$ cat src/inc/hcfg_map.svh
// constants for the hub configuration loader
`ifndef HCFG_MAP_SVH
`define HCFG_MAP_SVH
`define HCFG_NPORTS 4
`define HCFG_LVL_W 3
`define HCFG_PIN_FLOAT 2'b00
`define HCFG_PIN_PU 2'b01
`define HCFG_PIN_PD 2'b10
`define HCFG_LVL_MIN 3'h1
`define HCFG_LVL_MAX 3'h6
`define HCFG_LVL_RSVD 3'h6
`define HCFG_LVL_CHG_DEF 3'h5
`define HCFG_LVL_NREM_DEF 3'h1
`define HCFG_IOMODE_UART 3'h6
`define HCFG_PROBE_NS 1000
`define HCFG_CLK_NS 10
`define HCFG_PROBE_CYC ((`HCFG_PROBE_NS + `HCFG_CLK_NS - 1) / `HCFG_CLK_NS)
`endif

$ cat src/inc/hcfg_pkg.sv
// types for the hub configuration loader
package hcfg_pkg;
	typedef enum logic [1:0] {
		HCFG_SRC_NONE = 2'h0,
		HCFG_SRC_FLASH = 2'h1,
		HCFG_SRC_SMBUS = 2'h2,
		HCFG_SRC_ROM = 2'h3
	} hcfg_src_t;
	typedef enum logic [1:0] {
		HCFG_SER_I2C = 2'h0,
		HCFG_SER_SMB = 2'h1,
		HCFG_SER_UART = 2'h2,
		HCFG_SER_NONE = 2'h3
	} hcfg_ser_t;
endpackage

$ cat src/core/hcfg_loader.sv
// hub power-up configuration source selection and strap decode
//
// Function
// - after reset probe flash first; valid signature selects flash execution.
// - flash present but invalid signature falls back to built-in defaults.
// - only without flash, check whether management serial port is enabled.
// - both select pins pulled up gives SMBus slave; both floating gives I2C unless IO mode 6.
// - SMBus slave waits forever for host data; no enumeration until told.
// - pin b pulled down with pin a floating enables UART bridge.
// - UART bridge supports two-wire signalling; full modem signalling only in IO mode 6.
// - pull-down enables UART in IO modes 1-5; mode 6 needs no pull-down.
// - no valid flash and no SMBus configuration applies internal defaults.
// - default configuration loads identifiers and settings from internal ROM.
// - attribute straps used only when configuration is not from flash.
// - each attribute strap resolves to exactly one of six levels.
// - charge strap level n enables charging on ports 1..n-1; 6 reserved.
// - non-removable strap level n marks ports 1..n-1; 6 reserved.
// - port with both data lines high at configuration is disabled.
// - disabled ports reduce reported count and hold power drive low.
// - without disable straps all four downstream ports are enabled.
`timescale 1ns/10ps
`default_nettype none
`include "hcfg_map.svh"
module hcfg_loader #(
	parameter int NPORTS = `HCFG_NPORTS,
	parameter int PROBE_CYC = `HCFG_PROBE_CYC
) (
	input wire logic clk_i,
	input wire logic sys_rst_i,
	input wire logic flash_present_i,
	input wire logic flash_sig_valid_i,
	input wire logic smbus_enable_i,
	input wire logic [1:0] serial_select_pin_a_i,
	input wire logic [1:0] serial_select_pin_b_i,
	input wire logic [2:0] io_mode_i,
	input wire logic modem_signals_i,
	input wire logic [`HCFG_LVL_W-1:0] charge_attr_strap_i,
	input wire logic [`HCFG_LVL_W-1:0] nonrem_attr_strap_i,
	input wire logic [NPORTS-1:0] port_dp_high_i,
	input wire logic [NPORTS-1:0] port_dm_high_i,
	input wire logic [NPORTS-1:0] port_power_req_i,
	input wire logic smbus_cfg_done_i,
	output logic [1:0] cfg_source_o,
	output logic [1:0] serial_mode_o,
	output logic uart_enable_o,
	output logic uart_modem_o,
	output logic rom_defaults_o,
	output logic flash_exec_o,
	output logic [NPORTS-1:0] charge_enable_o,
	output logic [NPORTS-1:0] nonrem_o,
	output logic [NPORTS-1:0] port_enable_o,
	output logic [2:0] port_count_o,
	output logic [NPORTS-1:0] port_power_drive_o,
	output logic enum_enable_o,
	output logic cfg_done_o
);
	typedef enum logic [4:0] {
		ST_PROBE = 5'b00001,
		ST_SEL = 5'b00010,
		ST_SMB = 5'b00100,
		ST_LOAD = 5'b01000,
		ST_RUN = 5'b10000
	} hcfg_state_t;

	hcfg_state_t state_q;
	logic [15:0] wait_q;
	logic [`HCFG_LVL_W-1:0] chg_lvl_q;
	logic [`HCFG_LVL_W-1:0] nrem_lvl_q;
	logic [NPORTS-1:0] chg_mask;
	logic [NPORTS-1:0] nrem_mask;
	logic [2:0] count_d;

	hcfg_lvl_decode #(.NPORTS(NPORTS)) u_chg (
		.level_i(chg_lvl_q),
		.dflt_i(`HCFG_LVL_CHG_DEF),
		.mask_o(chg_mask)
	);
	hcfg_lvl_decode #(.NPORTS(NPORTS)) u_nrem (
		.level_i(nrem_lvl_q),
		.dflt_i(`HCFG_LVL_NREM_DEF),
		.mask_o(nrem_mask)
	);

	// sequence: probe flash, then serial port, then defaults
	always_ff @(posedge clk_i) begin
		if (sys_rst_i) begin
			state_q <= ST_PROBE;
			wait_q <= '0;
		end else begin
			case (state_q)
				ST_PROBE: begin
					if (wait_q == 16'(PROBE_CYC - 1)) begin
						state_q <= ST_SEL;
					end else begin
						wait_q <= wait_q + 16'h0001;
					end
				end
				ST_SEL: begin
					if (flash_present_i && flash_sig_valid_i) begin
						state_q <= ST_RUN;
					end else if (!flash_present_i && smbus_enable_i &&
						serial_select_pin_a_i == `HCFG_PIN_PU &&
						serial_select_pin_b_i == `HCFG_PIN_PU) begin
						state_q <= ST_SMB;
					end else begin
						state_q <= ST_LOAD;
					end
				end
				ST_SMB: begin
					// no timeout while waiting on the host
					if (smbus_cfg_done_i) begin
						state_q <= ST_RUN;
					end
				end
				ST_LOAD: state_q <= ST_RUN;
				ST_RUN: state_q <= ST_RUN;
				default: state_q <= ST_PROBE;
			endcase
		end
	end

	// configuration source and rom-default load
	always_ff @(posedge clk_i) begin
		if (sys_rst_i) begin
			cfg_source_o <= hcfg_pkg::HCFG_SRC_NONE;
			rom_defaults_o <= 1'b0;
			flash_exec_o <= 1'b0;
		end else if (state_q == ST_SEL) begin
			if (flash_present_i && flash_sig_valid_i) begin
				cfg_source_o <= hcfg_pkg::HCFG_SRC_FLASH;
				flash_exec_o <= 1'b1;
			end else if (!flash_present_i && smbus_enable_i &&
				serial_select_pin_a_i == `HCFG_PIN_PU &&
				serial_select_pin_b_i == `HCFG_PIN_PU) begin
				cfg_source_o <= hcfg_pkg::HCFG_SRC_SMBUS;
			end else begin
				cfg_source_o <= hcfg_pkg::HCFG_SRC_ROM;
				rom_defaults_o <= 1'b1;
			end
		end
	end

	// serial select decode, captured once
	always_ff @(posedge clk_i) begin
		if (sys_rst_i) begin
			serial_mode_o <= hcfg_pkg::HCFG_SER_NONE;
			uart_enable_o <= 1'b0;
			uart_modem_o <= 1'b0;
		end else if (state_q == ST_SEL) begin
			if (serial_select_pin_a_i == `HCFG_PIN_PU &&
				serial_select_pin_b_i == `HCFG_PIN_PU) begin
				serial_mode_o <= hcfg_pkg::HCFG_SER_SMB;
			end else if (serial_select_pin_a_i == `HCFG_PIN_FLOAT &&
				serial_select_pin_b_i == `HCFG_PIN_FLOAT &&
				io_mode_i != `HCFG_IOMODE_UART) begin
				serial_mode_o <= hcfg_pkg::HCFG_SER_I2C;
			end else if (io_mode_i == `HCFG_IOMODE_UART ||
				(serial_select_pin_a_i == `HCFG_PIN_FLOAT &&
				serial_select_pin_b_i == `HCFG_PIN_PD)) begin
				serial_mode_o <= hcfg_pkg::HCFG_SER_UART;
			end else begin
				serial_mode_o <= hcfg_pkg::HCFG_SER_NONE;
			end
			// smbus pin pair wins over the uart io mode
			uart_enable_o <= !(serial_select_pin_a_i == `HCFG_PIN_PU &&
				serial_select_pin_b_i == `HCFG_PIN_PU) &&
				(io_mode_i == `HCFG_IOMODE_UART ||
				(serial_select_pin_a_i == `HCFG_PIN_FLOAT &&
				serial_select_pin_b_i == `HCFG_PIN_PD));
			// modem lines in use only with the uart io mode
			uart_modem_o <= io_mode_i == `HCFG_IOMODE_UART && modem_signals_i;
		end
	end

	// attribute straps and port disable straps, sampled once
	always_ff @(posedge clk_i) begin
		if (sys_rst_i) begin
			chg_lvl_q <= `HCFG_LVL_CHG_DEF;
			nrem_lvl_q <= `HCFG_LVL_NREM_DEF;
			port_enable_o <= '1;
		end else if (state_q == ST_SEL) begin
			chg_lvl_q <= charge_attr_strap_i;
			nrem_lvl_q <= nonrem_attr_strap_i;
			port_enable_o <= ~(port_dp_high_i & port_dm_high_i);
		end
	end

	always_comb begin
		count_d = '0;
		for (int p = 0; p < NPORTS; p++) begin
			count_d = count_d + {2'b00, port_enable_o[p]};
		end
	end

	// decoded outputs, applied in the load state and while waiting on the smbus host
	always_ff @(posedge clk_i) begin
		if (sys_rst_i) begin
			charge_enable_o <= '0;
			nonrem_o <= '0;
			port_count_o <= 3'(NPORTS);
		end else if (state_q == ST_LOAD || state_q == ST_SMB) begin
			charge_enable_o <= chg_mask;
			nonrem_o <= nrem_mask;
			port_count_o <= count_d;
		end else if (state_q == ST_RUN) begin
			// flash path: disable straps still reduce the reported count
			port_count_o <= count_d;
		end
	end

	// power drive held low on disabled ports; enumeration after config
	always_ff @(posedge clk_i) begin
		if (sys_rst_i) begin
			port_power_drive_o <= '0;
			enum_enable_o <= 1'b0;
			cfg_done_o <= 1'b0;
		end else begin
			port_power_drive_o <= (state_q == ST_RUN) ?
				(port_power_req_i & port_enable_o) : '0;
			enum_enable_o <= state_q == ST_RUN;
			cfg_done_o <= state_q == ST_RUN;
		end
	end
endmodule
`default_nettype wire

$ cat src/core/hcfg_lvl_decode.sv
// decodes one six-level attribute strap into a per-port mask
`timescale 1ns/10ps
`default_nettype none
`include "hcfg_map.svh"
module hcfg_lvl_decode #(
	parameter int NPORTS = `HCFG_NPORTS
) (
	input wire logic [`HCFG_LVL_W-1:0] level_i,
	input wire logic [`HCFG_LVL_W-1:0] dflt_i,
	output logic [NPORTS-1:0] mask_o
);
	logic [`HCFG_LVL_W-1:0] lvl;
	always_comb begin
		lvl = level_i;
		// out-of-range levels fall back to the default
		if (level_i < `HCFG_LVL_MIN || level_i > `HCFG_LVL_MAX) begin
			lvl = dflt_i;
		end
		mask_o = '0;
		for (int p = 0; p < NPORTS; p++) begin
			// level n covers ports 1..n-1; reserved level covers none
			if (lvl != `HCFG_LVL_RSVD && (p + 1) < int'(lvl)) begin
				mask_o[p] = 1'b1;
			end
		end
	end
endmodule
`default_nettype wire

$ cat config.mk
export PLATFORM = sky130hd
export DESIGN_NAME = hcfg_loader
export DESIGN_NICKNAME = d
export VERILOG_FILES = /design/src/inc/hcfg_pkg.sv /design/src/core/hcfg_loader.sv /design/src/core/hcfg_lvl_decode.sv
export VERILOG_INCLUDE_DIRS = /design/src /design/src/inc
export SDC_FILE = /design/constraint.sdc
export NUM_CORES = 1
export LEC_CHECK = 0
export ABC_CLOCK_PERIOD_IN_PS = 5500
export BUFFER_PORTS_ARGS = -buffer_cell sky130_fd_sc_hd__buf_2
export CORE_MARGIN = 3
export CORE_UTILIZATION = 56
export DETAILED_ROUTE_END_ITERATION = 12
export HOLD_SLACK_MARGIN = 0.05
export PLACE_DENSITY_LB_ADDON = 0.15
export SKIP_CTS_REPAIR_TIMING = 1
export SLEW_MARGIN = 5
export SYNTH_ARGS = -nofsm -noshare
export SYNTH_HDL_FRONTEND = slang
export SYNTH_SLANG_ARGS = --single-unit
$ cat constraint.sdc
create_clock -name clk_i -period 5.5 [get_ports clk_i]
set_clock_uncertainty 0.1 [all_clocks]
set_input_delay 1.65 -clock clk_i [delete_from_list [all_inputs] [get_ports clk_i]]
set_output_delay 1.65 -clock clk_i [all_outputs]
set_load 0.01 [all_outputs]
==> metrics.csv <==
metric,value,unit
run status,finished clean,
critical hold path startpoint,flash_exec_o$_SDFFE_PP0P_,
number of vias per cell after detailed routing,5.588,
height of the die,71.38,µm
startpoint of the lowest-slack register-to-register path,state_q[1]$_SDFFE_PP0P_,
final number of hold-violating endpoints,0,
first-pass GRT wire length,8.231,mm
weighted congestion at the end of routability-driven global placement,0.8007,
final period utilization,49.98,%
top-level I/O count,61,
distinct cell type count after synthesis,45,
FP Rows,23,
ys flop type,sky130_fd_sc_hd__dfxtp_1,
instance count along the most critical hold path,2,
H-tree depth,2,
antenna violations before repair,0,
Slew headroom,38.98,%
worst-skew pair later-pin latency,300,ps
endpoint of the worst hold-timing path,flash_exec_o$_SDFFE_PP0P_,
Post-Synthesis Net Count,311,
core footprint,4058,µm²
number of cells in the finished layout apart from fillers,381,
buffers added on ports,60,
Post-Synthesis Mean Instance Area,8.704,µm²
Max Buffers Root-to-Sink,2,
grt total ovfl,0,
required time at the worst-slack endpoint,5600,ps
depth of the worst register-to-register path,4,
total placed instance area,2708,µm²
post-route antenna net violation count,0,
area growth from synthesis to layout,18.03,%
number of flops mapped to enable cells by yosys,0,
Critical Setup Path Class,in -> reg,
number of remaining DRC errors,0,
Max VDD drop,0.0002446,V
most area-consuming cells after synthesis,"sky130_fd_sc_hd__dfxtp_1 (46%), sky130_fd_sc_hd__a21oi_1 (5.0%), sky130_fd_sc_hd__nor2_1 (4.9%)",
overall power of the completed layout,0.7296,mW
number of flip-flops and latches in the synthesized netlist,55,
number of warnings issued by yosys,0,
leakage power of the design,1.274,nW
cell area after technology mapping,2394,µm²
share of flip-flops with an asynchronous set or reset,0,%
count of endpoints failing setup in the final report,0,
most used cells in the layout excluding fill and tap cells,"sky130_fd_sc_hd__buf_2 (60), sky130_fd_sc_hd__dfxtp_1 (55), sky130_fd_sc_hd__nor2_1 (31), sky130_fd_sc_hd__a21oi_1 (24), sky130_fd_sc_hd__nand2_1 (21)",
worst r2r dst,wait_q[15]$_SDFFE_PP0P_,
worst hold path class,reg -> reg,
violation count after the first detailed-route iteration,99,
overall via count from detail_route,2129,
routed len/inst,12.92,µm
max-capacitance violation count,0,
R2R Setup Slk,3310,ps
most frequent standard cell in the layout excluding fill and tap cells,sky130_fd_sc_hd__buf_2,
startpoint kind of the worst setup timing path,primary input,
Die Footprint,5094,µm²
sequential share of the synthesized area,46.00,%
f_max,363.7,MHz
count of mapped cells out of synthesis,275,
clock tree root buffer cell,sky130_fd_sc_hd__clkbuf_8,
total iterations of the first detailed-routing run,4,
starting density of the core,58.99,%
number of global-route vias before repair,1906,
critical path arrival,2850,ps
Post-DP HPWL,3.558,mm
final total negative setup slack,0,ps
Horiz. Die Dim,71.38,µm
portion of synthesized cell area occupied by the leading cell type,46.00,%
post-synthesis cell type with the largest combined area,sky130_fd_sc_hd__dfxtp_1,
"Reg clk slew, reported paths",90,ps
CTS tree,built,
Hold WS,353.4,ps
Period minus WS final,2749,ps
number of buffers created by CTS,5,
GRT Resource Usage Total,20.11,%
Sink Count,55,
Finished Cell Area,2825,µm²
setup repair after global routing missed its margin,no,
Worst Tran Pin Value,915.2,ps
Placed Instances,373,
Total Wirelength,4.921,mm
sort of element at the end of the critical path,flop,
pin count of the biggest net entering global routing,55,
layout cells sized above 1,23.56,%
fin nets,366,
Pins Over Slew Limit,0,
Ant. Diodes,0,
critical path peak fanout,54,
power density over cell area,258.2,nW/µm²
[cell type report]
cell class / count / area (µm²)
Timing Repair Buffer: 60 / 300.3
Tap cell: 50 / 62.56
Clock inverter: 2 / 35.03
Fill cell: 327 / 1232
Multi-Input combinational cell: 197 / 1202
Sequential cell: 55 / 1101
Clock buffer: 6 / 82.58
Inverter: 11 / 41.29
[stage by stage]
step | util (%) | setup slack (ps)
final | 69.63 | 2751
after global routing | 69.63 | 2630
after CTS | 69.63 | 2753
after detailed placement | 66.73 | 2429
after global placement | 66.73 | 2448
after floorplan | - | 2736
[logic make-up (layout without fill, tap and decap cells)]
logic type | count (synthesis) | in the layout | synth area share, %
DFF | 55 | 55 | 46.00
and+or+nand+nor | 128 | 128 | 29.27
buffers and inverters | 23 | 79 | 3.764
xor gates and xnor gates | 6 | 6 | 2.195
muxes | 8 | 8 | 3.398
AOI/OAI and AO/OA | 51 | 51 | 12.96
adders and majority gates | 4 | 4 | 2.405
[synth_stat cells (2+ instances only)]
master,count
sky130_fd_sc_hd__a21oi_1,24
sky130_fd_sc_hd__and3_1,13
sky130_fd_sc_hd__clkbuf_1,10
sky130_fd_sc_hd__a2111oi_0,2
sky130_fd_sc_hd__nand3_1,8
sky130_fd_sc_hd__nor3_1,10
sky130_fd_sc_hd__nor2b_1,5
sky130_fd_sc_hd__nand3b_1,3
sky130_fd_sc_hd__nor2_1,31
sky130_fd_sc_hd__nor3b_1,5
sky130_fd_sc_hd__or3_1,3
sky130_fd_sc_hd__or3_2,3
sky130_fd_sc_hd__inv_1,11
sky130_fd_sc_hd__o31ai_1,4
sky130_fd_sc_hd__o21bai_1,7
sky130_fd_sc_hd__o211ai_1,2
sky130_fd_sc_hd__ha_1,3
sky130_fd_sc_hd__o21ai_0,8
sky130_fd_sc_hd__xor2_1,6
sky130_fd_sc_hd__nand2b_1,2
sky130_fd_sc_hd__nor4_1,4
sky130_fd_sc_hd__or4_1,4
sky130_fd_sc_hd__mux2i_1,7
sky130_fd_sc_hd__nand2_1,21
sky130_fd_sc_hd__nand4_1,5
sky130_fd_sc_hd__dfxtp_1,55
[flip-flops by register name (all words and copies together) (netlist names), 4 cells and up]
signal	count
port_power_drive_o	4
port_enable_o	4
nonrem_o	4
wait_q	16
state_q	5
charge_enable_o	4
[power breakdown]
part / switching, mW / internal, mW
Sequential: 0.00709 / 0.404
Clock: 0.123 / 0.147
Combinational: 0.0263 / 0.0218
[metal layers]
| metal | global-route usage (%) | up-vias | wire, µm |
|---|---|---|---|
| li1 | - | 1086 | - |
| met1 | 24.71 | 997 | 2203 |
| met2 | 34.39 | 42 | 2415 |
| met3 | 4.909 | 4 | 237 |
| met4 | 6.889 | 0 | 65 |
| met5 | 0 | - | 0 |
[worst max-delay path, stage by stage]
cell and delay [ps]:
sky130_fd_sc_hd__buf_2 690, sky130_fd_sc_hd__nor2_1 70, sky130_fd_sc_hd__and3_1 250, sky130_fd_sc_hd__and3_1 190
[worst max-delay path by stage]
stage	from	end	slack, ps	cells after the start
4_1_cts	sys_rst_i	port_power_drive_o[3]$_SDFF_PP0_	2750	4
5_1_grt	sys_rst_i	port_power_drive_o[3]$_SDFF_PP0_	2630	4
2_1_floorplan	io_mode_i[1]	serial_mode_o[1]$_SDFFE_PP1N_	2740	4
3_5_place_dp	sys_rst_i	port_power_drive_o[3]$_SDFF_PP0_	2430	4
3_3_place_gp	sys_rst_i	port_power_drive_o[3]$_SDFF_PP0_	2450	4
6_report	sys_rst_i	port_power_drive_o[3]$_SDFF_PP0_	2750	4
(Power assumes the default switching activity.)
